--- config.mk ---
export PLATFORM = sky130hd
export DESIGN_NAME = fbg_uart_channel
export DESIGN_NICKNAME = d
export VERILOG_FILES = /design/src/fbg_pkg.sv /design/src/fbg_uart_channel.sv
export SDC_FILE = /design/constraint.sdc
export NUM_CORES = 1
export LEC_CHECK = 0
export BUFFER_PORTS_ARGS = -buffer_cell sky130_fd_sc_hd__buf_2
export CELL_PAD_IN_SITES_DETAIL_PLACEMENT = 0
export CELL_PAD_IN_SITES_GLOBAL_PLACEMENT = 1
export CORE_ASPECT_RATIO = 0.7
export CORE_UTILIZATION = 45
export DETAILED_ROUTE_END_ITERATION = 6
export GPL_TIMING_DRIVEN = 0
export MAX_ROUTING_LAYER = met4
export PLACE_DENSITY_LB_ADDON = 0.1
export SYNTH_ARGS = -nofsm -noshare
export SYNTH_HDL_FRONTEND = slang
export SYNTH_SLANG_ARGS = --single-unit
export TNS_END_PERCENT = 20
--- constraint.sdc ---
create_clock -name i_clk -period 8.3 [get_ports i_clk]
set_input_delay 1.66 -clock i_clk [delete_from_list [all_inputs] [get_ports i_clk]]
set_output_delay 1.66 -clock i_clk [all_outputs]
set_load 0.02 [all_outputs]
--- src/fbg_pkg.sv ---
package fbg_pkg;

    // register port
    localparam int ADDR_W = 4;
    localparam int DATA_W = 8;
    localparam int IRQ_W = 2;

    // register offsets
    localparam logic [3:0] OFS_TX_HOLD = 4'h0;
    localparam logic [3:0] OFS_DIV_LOW = 4'h1;
    localparam logic [3:0] OFS_DIV_HIGH = 4'h2;
    localparam logic [3:0] OFS_DIV_FRAC = 4'h3;
    localparam logic [3:0] OFS_MODEM_CTRL = 4'h4;
    localparam logic [3:0] OFS_LINE_CTRL = 4'h5;
    localparam logic [3:0] OFS_LINE_STAT = 4'h6;
    localparam logic [3:0] OFS_FIFO_CTRL = 4'h7;
    localparam logic [3:0] OFS_IRQ_STAT = 4'h8;
    localparam logic [3:0] OFS_IRQ_MASK = 4'h9;

    // reset values
    localparam logic [7:0] RST_DIV_LOW = 8'h01;
    localparam logic [7:0] RST_DIV_HIGH = 8'h00;
    localparam logic [7:0] RST_DIV_FRAC = 8'h00;
    localparam logic [7:0] RST_MODEM_CTRL = 8'h00;
    localparam logic [7:0] RST_LINE_CTRL = 8'h03;
    localparam logic [7:0] RST_FIFO_CTRL = 8'h00;
    localparam logic [1:0] RST_IRQ_MASK = 2'h0;

    // implemented bits
    localparam logic [7:0] FRAC_IMPL_MASK = 8'h3f;
    localparam logic [7:0] LINE_IMPL_MASK = 8'h1f;

    // field positions
    localparam int MCR_PRESCALE_BIT = 7;
    localparam int FRAC_LSB = 0;
    localparam int FRAC_W = 4;
    localparam int OS_LSB = 4;
    localparam int LSR_THR_EMPTY_BIT = 5;
    localparam int LSR_TSR_EMPTY_BIT = 6;
    localparam int FIFO_EN_BIT = 0;
    localparam int IRQ_THR_BIT = 0;
    localparam int IRQ_TSR_BIT = 1;

    // oversampling codes and last sample index per bit
    localparam logic [1:0] OS_16X = 2'h0;
    localparam logic [1:0] OS_8X = 2'h1;
    localparam logic [1:0] OS_4X = 2'h2;
    localparam logic [3:0] OS_LAST_16X = 4'hf;
    localparam logic [3:0] OS_LAST_8X = 4'h7;
    localparam logic [3:0] OS_LAST_4X = 4'h3;

    // divide-by-four prescaler wraps at this count
    localparam logic [1:0] PRESCALE_LAST = 2'h3;

    typedef enum {TX_IDLE, TX_START, TX_DATA, TX_PARITY, TX_STOP} fbg_tx_state_e;

    // low five bits of the line control register
    typedef struct packed {
        logic par_even;
        logic par_en;
        logic two_stop;
        logic [1:0] wlen;
    } fbg_frame_s;

endpackage

--- src/fbg_uart_channel.sv ---
// Local design decisions: the register offsets and the plain strobed port.
`timescale 1ns/1ps

module fbg_uart_channel #(
    parameter int FIFO_DEPTH = 16
) (
    input wire logic i_clk,
    input wire logic i_srst,
    input wire logic [fbg_pkg::ADDR_W-1:0] i_addr,
    input wire logic [fbg_pkg::DATA_W-1:0] i_wdata,
    input wire logic i_wr,
    input wire logic i_rd,
    output logic [fbg_pkg::DATA_W-1:0] o_rdata,
    output logic o_txd,
    output logic o_sample_tick,
    output logic o_irq
);
    import fbg_pkg::*;

    localparam int PTR_W = $clog2(FIFO_DEPTH);
    localparam logic [PTR_W:0] DEPTH_CNT = (PTR_W + 1)'(FIFO_DEPTH);

    generate
        if (FIFO_DEPTH < 2 || (FIFO_DEPTH & (FIFO_DEPTH - 1)) != 0) begin : g_bad_depth
            $error("fifo depth must be a power of two of at least two");
        end
    endgenerate

    // register file
    logic [7:0] div_low_r;
    logic [7:0] div_high_r;
    logic [7:0] div_frac_r;
    logic [7:0] modem_ctrl_r;
    logic [7:0] line_ctrl_r;
    logic [7:0] fifo_ctrl_r;
    logic [IRQ_W-1:0] irq_stat_r;
    logic [IRQ_W-1:0] irq_mask_r;
    logic [7:0] rdata_r;
    logic irq_r;

    // address decode
    wire logic wr_hold = i_wr && (i_addr == OFS_TX_HOLD);
    wire logic wr_div_low = i_wr && (i_addr == OFS_DIV_LOW);
    wire logic wr_div_high = i_wr && (i_addr == OFS_DIV_HIGH);
    wire logic wr_div_frac = i_wr && (i_addr == OFS_DIV_FRAC);
    wire logic wr_modem = i_wr && (i_addr == OFS_MODEM_CTRL);
    wire logic wr_line = i_wr && (i_addr == OFS_LINE_CTRL);
    wire logic wr_fifo = i_wr && (i_addr == OFS_FIFO_CTRL);
    wire logic wr_irq_stat = i_wr && (i_addr == OFS_IRQ_STAT);
    wire logic wr_irq_mask = i_wr && (i_addr == OFS_IRQ_MASK);

    // prescaler
    logic [1:0] pre_cnt_r;
    wire logic pre_en = modem_ctrl_r[MCR_PRESCALE_BIT];
    wire logic pre_tick = !pre_en || (pre_cnt_r == PRESCALE_LAST);

    // fractional divisor
    logic [16:0] div_cnt_r;
    logic [3:0] acc_r;
    logic stretch_r;
    wire logic [15:0] div_int = {div_high_r, div_low_r};
    wire logic [15:0] div_eff = (div_int == 16'h0000) ? 16'h0001 : div_int;
    wire logic [FRAC_W-1:0] frac = div_frac_r[FRAC_LSB +: FRAC_W];
    wire logic [16:0] period_len = {1'b0, div_eff} + {16'h0000, stretch_r};
    wire logic sample_tick = pre_tick && (div_cnt_r >= period_len - 17'h00001);
    wire logic [4:0] acc_sum = {1'b0, acc_r} + {1'b0, frac};

    // oversampling
    logic [3:0] os_cnt_r;
    wire logic [1:0] os_mode = div_frac_r[OS_LSB +: 2];
    wire logic [3:0] os_last = (os_mode == OS_8X) ? OS_LAST_8X :
                               (os_mode == OS_4X) ? OS_LAST_4X : OS_LAST_16X;
    wire logic bit_tick = sample_tick && (os_cnt_r >= os_last);

    // transmit fifo
    logic [7:0] fifo_mem [FIFO_DEPTH];
    logic [PTR_W-1:0] wr_ptr_r;
    logic [PTR_W-1:0] rd_ptr_r;
    logic [PTR_W:0] fifo_cnt_r;
    logic [PTR_W:0] fifo_cnt_nxt;
    wire logic fifo_en = fifo_ctrl_r[FIFO_EN_BIT];
    wire logic fifo_flush = wr_fifo && (i_wdata[FIFO_EN_BIT] != fifo_en);
    wire logic fifo_full = fifo_en ? (fifo_cnt_r == DEPTH_CNT) : (fifo_cnt_r != '0);
    wire logic fifo_push = wr_hold && !fifo_full && !fifo_flush;
    wire logic fifo_avail = (fifo_cnt_r != '0) && !fifo_flush;
    wire logic thr_empty = (fifo_cnt_r == '0);
    logic load;

    // transmitter
    fbg_tx_state_e state_r;
    fbg_tx_state_e state_nxt;
    logic [7:0] tsr_r;
    logic [7:0] tsr_nxt;
    logic [2:0] idx_r;
    logic [2:0] idx_nxt;
    logic stop_r;
    logic stop_nxt;
    logic par_r;
    logic par_nxt;
    logic txd_r;
    logic txd_nxt;
    wire fbg_frame_s frame = fbg_frame_s'(line_ctrl_r[4:0]);
    wire logic [2:0] idx_last = {1'b1, frame.wlen};
    wire logic [7:0] data_mask = 8'hff >> (2'h3 - frame.wlen);
    wire logic [7:0] head_data = fifo_mem[rd_ptr_r] & data_mask;
    wire logic head_par = frame.par_even ? (^head_data) : (~^head_data);
    wire logic tsr_empty = thr_empty && (state_r == TX_IDLE);

    // interrupts
    logic thr_empty_q;
    logic tsr_empty_q;
    wire logic [IRQ_W-1:0] irq_events = {tsr_empty && !tsr_empty_q, thr_empty && !thr_empty_q};
    wire logic [IRQ_W-1:0] irq_clear = wr_irq_stat ? i_wdata[IRQ_W-1:0] : '0;
    wire logic [IRQ_W-1:0] irq_stat_nxt = (irq_stat_r & ~irq_clear) | irq_events;
    wire logic [IRQ_W-1:0] irq_mask_nxt = wr_irq_mask ? i_wdata[IRQ_W-1:0] : irq_mask_r;

    // read selection
    wire logic [7:0] lsr_val = {1'b0, tsr_empty, thr_empty, 5'h00};
    wire logic [7:0] rd_mux =
        (i_addr == OFS_DIV_LOW) ? div_low_r :
        (i_addr == OFS_DIV_HIGH) ? div_high_r :
        (i_addr == OFS_DIV_FRAC) ? div_frac_r :
        (i_addr == OFS_MODEM_CTRL) ? modem_ctrl_r :
        (i_addr == OFS_LINE_CTRL) ? line_ctrl_r :
        (i_addr == OFS_LINE_STAT) ? lsr_val :
        (i_addr == OFS_FIFO_CTRL) ? fifo_ctrl_r :
        (i_addr == OFS_IRQ_STAT) ? {6'h00, irq_stat_r} :
        (i_addr == OFS_IRQ_MASK) ? {6'h00, irq_mask_r} : 8'h00;

    assign o_rdata = rdata_r;
    assign o_txd = txd_r;
    assign o_irq = irq_r;

    // registers
    always_ff @(posedge i_clk) begin
        if (i_srst) begin
            div_low_r <= RST_DIV_LOW;
            div_high_r <= RST_DIV_HIGH;
            div_frac_r <= RST_DIV_FRAC;
            modem_ctrl_r <= RST_MODEM_CTRL;
            line_ctrl_r <= RST_LINE_CTRL;
            fifo_ctrl_r <= RST_FIFO_CTRL;
            irq_mask_r <= RST_IRQ_MASK;
        end else begin
            if (wr_div_low) div_low_r <= i_wdata;
            if (wr_div_high) div_high_r <= i_wdata;
            if (wr_div_frac) div_frac_r <= i_wdata & FRAC_IMPL_MASK;
            if (wr_modem) modem_ctrl_r <= i_wdata;
            if (wr_line) line_ctrl_r <= i_wdata & LINE_IMPL_MASK;
            if (wr_fifo) fifo_ctrl_r <= {7'h00, i_wdata[FIFO_EN_BIT]};
            irq_mask_r <= irq_mask_nxt;
        end
    end

    // read data and interrupt
    always_ff @(posedge i_clk) begin
        if (i_srst) begin
            rdata_r <= 8'h00;
            irq_stat_r <= '0;
            irq_r <= 1'b0;
            thr_empty_q <= 1'b1;
            tsr_empty_q <= 1'b1;
        end else begin
            rdata_r <= i_rd ? rd_mux : 8'h00;
            irq_stat_r <= irq_stat_nxt;
            irq_r <= |(irq_stat_nxt & irq_mask_nxt);
            thr_empty_q <= thr_empty;
            tsr_empty_q <= tsr_empty;
        end
    end

    // baud generator
    always_ff @(posedge i_clk) begin
        if (i_srst) begin
            pre_cnt_r <= 2'h0;
            div_cnt_r <= 17'h00000;
            acc_r <= 4'h0;
            stretch_r <= 1'b0;
            os_cnt_r <= 4'h0;
            o_sample_tick <= 1'b0;
        end else begin
            pre_cnt_r <= pre_cnt_r + 2'h1;
            if (pre_tick) div_cnt_r <= sample_tick ? 17'h00000 : div_cnt_r + 17'h00001;
            if (sample_tick) begin
                acc_r <= acc_sum[3:0];
                stretch_r <= acc_sum[4];
                os_cnt_r <= bit_tick ? 4'h0 : os_cnt_r + 4'h1;
            end
            o_sample_tick <= sample_tick;
        end
    end

    // fifo
    always_comb begin
        fifo_cnt_nxt = fifo_cnt_r;
        if (fifo_flush) fifo_cnt_nxt = '0;
        else if (fifo_push && !load) fifo_cnt_nxt = fifo_cnt_r + 1'b1;
        else if (load && !fifo_push) fifo_cnt_nxt = fifo_cnt_r - 1'b1;
    end

    always_ff @(posedge i_clk) begin
        if (fifo_push) fifo_mem[wr_ptr_r] <= i_wdata;
    end

    always_ff @(posedge i_clk) begin
        if (i_srst || fifo_flush) begin
            wr_ptr_r <= '0;
            rd_ptr_r <= '0;
            fifo_cnt_r <= '0;
        end else begin
            if (fifo_push) wr_ptr_r <= wr_ptr_r + 1'b1;
            if (load) rd_ptr_r <= rd_ptr_r + 1'b1;
            fifo_cnt_r <= fifo_cnt_nxt;
        end
    end

    // transmit framing
    always_comb begin
        state_nxt = state_r;
        tsr_nxt = tsr_r;
        idx_nxt = idx_r;
        stop_nxt = stop_r;
        par_nxt = par_r;
        txd_nxt = txd_r;
        load = 1'b0;
        if (bit_tick) begin
            unique case (state_r)
                TX_IDLE: begin
                    load = fifo_avail;
                end
                TX_START: begin
                    txd_nxt = tsr_r[0];
                    tsr_nxt = {1'b0, tsr_r[7:1]};
                    idx_nxt = 3'h0;
                    state_nxt = TX_DATA;
                end
                TX_DATA: begin
                    if (idx_r == idx_last) begin
                        if (frame.par_en) begin
                            txd_nxt = par_r;
                            state_nxt = TX_PARITY;
                        end else begin
                            txd_nxt = 1'b1;
                            stop_nxt = frame.two_stop;
                            state_nxt = TX_STOP;
                        end
                    end else begin
                        txd_nxt = tsr_r[0];
                        tsr_nxt = {1'b0, tsr_r[7:1]};
                        idx_nxt = idx_r + 3'h1;
                    end
                end
                TX_PARITY: begin
                    txd_nxt = 1'b1;
                    stop_nxt = frame.two_stop;
                    state_nxt = TX_STOP;
                end
                TX_STOP: begin
                    if (stop_r) begin
                        stop_nxt = 1'b0;
                    end else begin
                        load = fifo_avail;
                        state_nxt = TX_IDLE;
                    end
                end
            endcase
        end
        if (load) begin
            txd_nxt = 1'b0;
            tsr_nxt = head_data;
            par_nxt = head_par;
            state_nxt = TX_START;
        end
    end

    always_ff @(posedge i_clk) begin
        if (i_srst) begin
            state_r <= TX_IDLE;
            tsr_r <= 8'h00;
            idx_r <= 3'h0;
            stop_r <= 1'b0;
            par_r <= 1'b0;
            txd_r <= 1'b1;
        end else begin
            state_r <= state_nxt;
            tsr_r <= tsr_nxt;
            idx_r <= idx_nxt;
            stop_r <= stop_nxt;
            par_r <= par_nxt;
            txd_r <= txd_nxt;
        end
    end

    // assertion helpers: carries over a sixteen-period window
    logic [3:0] h_idx_r;
    logic [4:0] h_extra_r;

    always_ff @(posedge i_clk) begin
        if (i_srst || wr_div_frac) begin
            h_idx_r <= 4'h0;
            h_extra_r <= 5'h00;
        end else if (sample_tick) begin
            h_idx_r <= h_idx_r + 4'h1;
            h_extra_r <= (h_idx_r == 4'hf) ? 5'h00 : h_extra_r + {4'h0, acc_sum[4]};
        end
    end
endmodule // fbg_uart_channel

### Word-level counts from Yosys, hierarchy flattened

Memories as Yosys holds them, arrays and structs flattened. A register that Yosys moved wholly into a read port is not among the register bits.
Cells that the tools add are included.

| storage, ports and cells | value |
|---|---|
| register bits after elaboration | 139 |
| RAM bits | 128 |
| bits of input ports | 16 |
| output and inout port bits | 11 |
| logic and storage cells | 178 |
| memories kept | 1 |

| operators by class | value |
|---|---|
| add/sub/neg operators | 12 |
| magnitude comparators | 2 |
| equal/unequal tests | 26 |
| shifts and indexed selects | 1 |
| multiplexer cells | 47 |
| bitwise gates (word level) | 6 |
| reductions and logical operators | 55 |

Memory list:

| memory | words | bits a word | rd ports | clocked after Yosys merged registers in | write ports | RTL line | text |
|---|---|---|---|---|---|---|---|
| fifo_mem | 16 | 8 | 1 | 1 | 1 | fbg_uart_channel.sv:76 | `logic [7:0] fifo_mem [FIFO_DEPTH];` |

Operators by type and width:

| kind | number |
|---|---|
| $pmux W32 S4 | 1 |
| $eq A32 B2 Y1 const B | 2 |
| $logic_not A32 Y1 | 2 |
| $mux W32 | 2 |
| $mux W8 | 7 |
| $eq A32 B1 Y1 const B | 1 |
| $eq A32 B3 Y1 const B | 1 |
| $logic_and A1 B1 Y1 | 20 |
| $mux W4 | 5 |
| $add A16 B1 Y17 | 1 |
| $add A17 B1 Y17 const B | 1 |
| $ge A17 B17 Y1 | 1 |
| $mux W17 | 1 |
| $sub A17 B1 Y17 const B | 1 |
| $eq A4 B3 Y1 const B | 4 |
| $logic_not A16 Y1 | 1 |
| $mux W16 | 1 |
| $pmux W8 S2 | 1 |
| $mux W1 | 14 |
| $mux W7 | 2 |
| $add A4 B1 Y4 const B | 3 |
| $reduce_and A4 Y1 | 3 |
| $mux W2 | 5 |
| $mux W5 | 2 |
| other kinds (40) | 67 |

### Longest topological paths before layout

| logic depth | value |
|---|---|
| depth in word-level cells | 11 |
| mapped depth | 28 |
| mapped depth without buffers | 26 |

### Worst setup path after synthesis

OpenSTA, ideal clock, no wires.

| timing path | value |
|---|---|
| path kind | flip-flop to flip-flop |
| start | reg div_low_r[2] |
| end | reg fifo_cnt_r[4] |
| arrival | 5266 ps |
| required time | 8230 ps |
| slack | 2964 ps |
| cell stages (with the launch flop) | 27 |
| buffers on the path | 3 |
| clock period less this slack | 5336 ps |
| cell sequence | dfxtp_1 -> clkbuf_1 -> nor4_1 -> a41oi_1 -> ha_1 -> ha_1 -> nand2_1 -> nor3_1 -> xnor2_1 -> ha_1 -> and3_1 -> and4_1 -> a221oi_1 -> o22ai_1 -> nor2_1 -> nor2_8 -> inv_2 -> buf_2 -> buf_2 -> ha_1 -> inv_1 -> fa_1 -> a21o_1 -> a21oi_1 -> xnor2_1 -> or3_1 -> a21oi_1 |

| on the way | value |
|---|---|
| longest elaborated chain between the ends | 11 |
| elaborated cells on any way between the ends | 13 |
| those cells by class | 2 x add/sub; 1 x order compare; 3 x mux; 7 x reduce/logical |

RTL lines:

| item | RTL line | text |
|---|---|---|
| start, declared | fbg_uart_channel.sv:30 | `logic [7:0] div_low_r;` |
| start signal, assigned | fbg_uart_channel.sv:145 | `if (wr_div_low) div_low_r <= i_wdata;` |
| $logic_not A16 Y1 | fbg_uart_channel.sv:62 | `wire logic [15:0] div_eff = (div_int == 16'h0000) ? 16'h0001 : div_int;` |
| $mux W16 * | fbg_uart_channel.sv:62 |  |
| $add A16 B1 Y17 * | fbg_uart_channel.sv:64 | `wire logic [16:0] period_len = {1'b0, div_eff} + {16'h0000, stretch_r};` |
| $sub A17 B1 Y17 * | fbg_uart_channel.sv:65 | `wire logic sample_tick = pre_tick && (div_cnt_r >= period_len - 17'h00001);` |
| $ge A17 B17 Y1 * | fbg_uart_channel.sv:65 |  |
| $logic_and A1 B1 Y1 * | fbg_uart_channel.sv:65 |  |
| $logic_and A1 B1 Y1 * | fbg_uart_channel.sv:73 | `wire logic bit_tick = sample_tick && (os_cnt_r >= os_last);` |
| $mux W1 * | fbg_uart_channel.sv:226 | `if (bit_tick) begin` |
| $logic_not A1 Y1 | fbg_uart_channel.sv:197 | `else if (fifo_push && !load) fifo_cnt_nxt = fifo_cnt_r + 1'b1;` |
| $logic_and A1 B1 Y1 | fbg_uart_channel.sv:197 |  |
| $mux W5 / $reduce_bool A2 Y1 (equally long branches) | n/a |  |
| end signal, assigned | fbg_uart_channel.sv:213 | `fifo_cnt_r <= fifo_cnt_nxt;` |
| end, declared | fbg_uart_channel.sv:79 | `logic [PTR_W:0] fifo_cnt_r;` |

Every way passes the cells marked *; elsewhere a longest branch is shown, timed or not.
A chain may end at the register's enable or synchronous reset.

### Worst setup path in the final report

Ends and elaborated chain as after synthesis.

==> impl_metrics.py <==
metrics = {
    "pwr": {
        "net-switching-power_uw": 587,
        "p_per_area_mw_per_mm2": 215,
        "leakagePower_nw": 4.45,
        "power_switching_share_pct": 22.1,
        "irDropWorstVdd_mv": 0.140,
        "part_of_the_total_power_dissipated_in_combinational_logic_pct": 5.7,
        "power.share.sequential_pct": 48.4,
        "share_clk_of_total_power_pct": 45.9,
        "internal_power_mw": 2.06,
    },
    "sta": {
        "period_share_pct": 78.3,
        "worst_slew_margin_rel_pct": 30.2,
        "final-setup-viol-count": 0,
        "fin_clk_skew_ns": 0.0137,
        "hold_violations": 0,
        "worstMarginPinSlew_ns": 1.04,
        "grt_setup_unrepaired": "false",
        "final_max_slew_viols": 0,
        "finalCriticalPeriod_ns": 6.50,
        "totalNegativeSetupSlack_ns": 0,
        "max_freq_ghz": 0.154,
    },
    "clock_tree": {
        "cts_repair_resize_count": 0,
        "postCtsSetupBuffers": 0,
        "cts_hold_repair.buffers": 0,
        "clock_insertion_delay_worst_skew_ns": 0.52,
        "ctsRootBufferMaster": "clkbuf_16",
        "clock_path_buffers": 3,
        "clk_transition_reported_paths_ns": 0.06,
        "number_of_buffers_added_by_the_clock_tree_synthesis_step": 25,
        "ctsHtreeMaxLevel": 1,
        "clock_sink_count": 242,
        "tritoncts": "yes",
    },
    "routing": {
        "wl_per_cell_microns": 21.1,
        "drt_wl_total_microns": 27000,
        "route.detailed.vias_per_inst": 5.72,
        "via_count": 7331,
        "detail-route-antenna-nets": 0,
        "drtPass1Iterations": 5,
        "drt_first_iter_violations": 606,
        "post-route-drc-count": 0,
    },
    "yosys": {
        "synth.yosys.seq_area_share_pct": 56.2,
        "dominant_combinational_cell_family_by_area_after_synthesis": "simple AND/OR/NAND/NOR gates",
        "netlist-cell-type-count": 61,
        "muxShareOfSynthArea_pct": 11.5,
        "yosys_register_bits": 242,
        "async_flop_share_pct": 0,
        "syn_area_per_cell_sq_um": 12.2,
        "synth_top_area_share_pct": 35.3,
        "synthFlopType": "edfxtp_1",
        "post_synth_instance_area_sq_mm": 0.0109,
        "synth_top_area_cell": "edfxtp_1",
        "synth-edff-count": 128,
        "synthSimpleGateAreaFrac_pct": 12.5,
        "synth-xor-area-share_pct": 4.29,
        "synth_top_cells_by_area": "edfxtp_1 (35%), dfxtp_1 (21%), mux4_2 (6.2%), ha_1 (4.5%), nor2_1 (4.4%)",
        "synth_fa_ha_area_share_pct": 4.84,
        "net_count_of_the_mapped_netlist": 951,
        "ys.warnings.count": 0,
        "synth-compound-area-share_pct": 7.79,
        "netlist_instances": 894,
    },
    "status": {
        "status": "finished clean",
    },
    "grt": {
        "grt_max_degree": 24,
        "gr-total-overflow": 0,
        "initial_antenna_violation_count": 0,
        "gr-usage-all-layers_pct": 22.9,
        "grt_first_pass_wirelength_microns": 42100,
        "number_of_global_route_vias_before_repair": 7074,
    },
    "placement": {
        "dp_hpwl_microns": 19300,
        "io_buffers": 25,
        "globalplace.congestion": 0.961,
    },
    "setup_path": {
        "setup.worst_path.start_class": "flip-flop",
        "critical_path.reg2reg.startpoint": "div_low_r[2]",
        "crit-reg2reg-capture": "fifo_cnt_r[4]",
        "ff2ff_path_depth": 26,
        "worstSetupEndpoint": "fifo_cnt_r[4]",
        "timing.critical_path.arrival_ns": 6.94,
        "critical_path.startpoint": "div_low_r[2]",
        "maximum_fanout_along_the_worst_path": 10,
        "type_of_the_worst_setup_path": "flip-flop to flip-flop",
        "internal_reg_to_reg_setup_slack_ns": 1.80,
        "critPathRequiredTime_ns": 8.74,
        "critPathCaptureType": "flip-flop",
    },
    "min_path": {
        "hp-class": "flip-flop to flip-flop",
        "min_path_cells": 1,
    },
    "floorplanning": {
        "placement_rows": 47,
        "initial_core_util_pct": 46.0,
        "dieArea_sq_mm": 0.0249,
        "die_w_microns": 188,
        "fp.dieH_microns": 132,
        "pin_count": 27,
        "floorplan.core_area_sq_mm": 0.0237,
    },
    "finish": {
        "layout-drive-gt1-share_pct": 12.3,
        "seq_area_sq_mm": 0.00613,
        "filler_cell_count": 2080,
        "final_core_utilization_pct": 52.1,
        "area_occupied_by_multi_input_gates_sq_mm": 0.00449,
        "layout.nets": 1003,
        "insertedDiodeCount": 0,
        "areaGrowthSynthToFinish_pct": 13.2,
    },
    "job": {
        "max_cap_violations": 0,
    },
}
## cell families (layout without fill, tap and decap cells)
family,Yosys count,count (layout)
multiplexers,78,78
adder cells (fa/ha/maj),41,41
XOR/XNOR,51,51
AND/OR/NAND/NOR,288,288
flip-flops,242,242
AO/OA/AOI/OAI,128,128
buffers and inverters,66,136
## through the flow
step           hold WS (ns)  worst slack (ns)  cells  cell area (sq um)  total power [mW]
3_5_place_dp          0.419              1.88   1237              11400              1.46
4_1_cts               0.428              1.82   1282              12300              2.67
5_1_grt               0.443              1.35   1282              12300              2.73
2_1_floorplan         0.399              2.96    894              10900              1.40
6_report              0.424              1.80   1282              12300              2.65
3_3_place_gp          0.407              2.00   1237              11400              1.45
## power groups by stage
stage               combinational (mW)  sequential, mW  clock (mW)
finish                           0.152            1.28        1.22
global route                     0.164            1.28        1.28
CTS                              0.151            1.28        1.24
detailed placement               0.150            1.31           0
global placement                 0.146            1.31           0
floorplan                       0.0890            1.31           0
## cell usage in the layout, fill, tap and decap left out, types with 3 or more instances in the layout
cell type	instances
a211o_1	4
a211oi_1	13
a21o_1	14
a21oi_1	42
a221oi_1	5
a22oi_1	16
a32oi_1	3
and3_1	6
and4_1	3
buf_1	5
buf_2	33
bufinv_16	5
clkbuf_1	34
clkbuf_16	26
clkinv_2	4
dfxtp_1	114
edfxtp_1	128
ha_1	39
inv_1	17
mux2i_1	41
mux4_1	6
mux4_2	30
nand2_1	47
nand2b_1	8
nand3_1	25
nand4_1	8
nor2_1	127
nor2b_1	18
nor3_1	13
nor3_2	4
nor3b_1	3
nor4_1	8
o21ai_0	7
o21ai_1	6
or3_1	5
or4_1	3
xnor2_1	28
xor2_1	21
## worst min-delay path by stage
stage              endpoint  slack [ns]         start
6_report       pre_cnt_r[0]        0.42  pre_cnt_r[0]
5_1_grt        pre_cnt_r[0]        0.44  pre_cnt_r[0]
4_1_cts        pre_cnt_r[0]        0.43  pre_cnt_r[0]
3_5_place_dp   pre_cnt_r[0]        0.42  pre_cnt_r[0]
3_3_place_gp   pre_cnt_r[0]        0.41  pre_cnt_r[0]
2_1_floorplan  pre_cnt_r[0]        0.40  pre_cnt_r[0]
## layer usage
| metal | share of wire [%] | GRT usage (%) |
|---|---|---|
| met1 | 51 | 35.4 |
| met2 | 42 | 32.0 |
| met3 | 5.4 | 3.35 |
| met4 | 1.6 | 3.93 |
| met5 | 0 | - |
## area by class of cell
cell class | count | share of cell area, %
flip-flops and latches | 242 | 49.7
well taps | 318 | 3.23
clock inverters | 14 | 1.65
clock buffers | 31 | 5.59
inverters | 18 | 0.548
multi-input cells | 586 | 36.4
repair buffers | 25 | 1.01
plain buffers | 48 | 1.93
## registers in the layout, summed over array words and instances, names as in the netlist, 4 cells and up, named ones only
| register | count |
|---|---|
| modem_ctrl_r | 8 |
| fifo_mem | 128 |
| fifo_cnt_r | 5 |
| rd_ptr_r | 4 |
| div_high_r | 8 |
| div_low_r | 8 |
| wr_ptr_r | 4 |
| acc_r | 4 |
| tsr_r | 8 |
| line_ctrl_r | 5 |
| os_cnt_r | 4 |
| o_rdata | 8 |
| div_cnt_r | 17 |
| div_frac_r | 6 |
## Yosys cell counts (all sizes together) (3+ instances only)
master and number:
o21ai 13, a211oi 13, a21oi 43, nand2b 8, clkbuf 31, edfxtp 128, nand4 8, ha 39
nor2 128, xnor2 29, and3 6, nand2 47, mux4 36, nor4 9, a221oi 5, a21o 14
dfxtp 114, nor3 17, mux2i 41, or4 3, buf 17, a22oi 16, nand3 25, or3 5
inv 18, a211o 4, xor2 21, a32oi 3, and4 3, nor2b 18, nor3b 3
## worst max-delay path, cell delays in order, from the launching register on
cell      delay (ns)
dfxtp_1         0.29
clkbuf_1        0.20
nor4_1          0.67
a41oi_1         0.21
ha_1            0.26
ha_1            0.26
nand2_1         0.12
nor3_1          0.06
xnor2_1         0.15
ha_1            0.29
and3_1          0.21
and4_1          0.22
a221oi_1        0.26
o22ai_1         0.33
nor2_1          0.42
nor2_8          0.13
inv_2           0.09
buf_2           0.22
buf_2           0.31
ha_1            0.25
inv_1           0.11
fa_1            0.42
a21o_1          0.18
a21oi_1         0.18
xnor2_1         0.10
or3_1           0.30
a21oi_1         0.14
(Power assumes the default switching activity.)
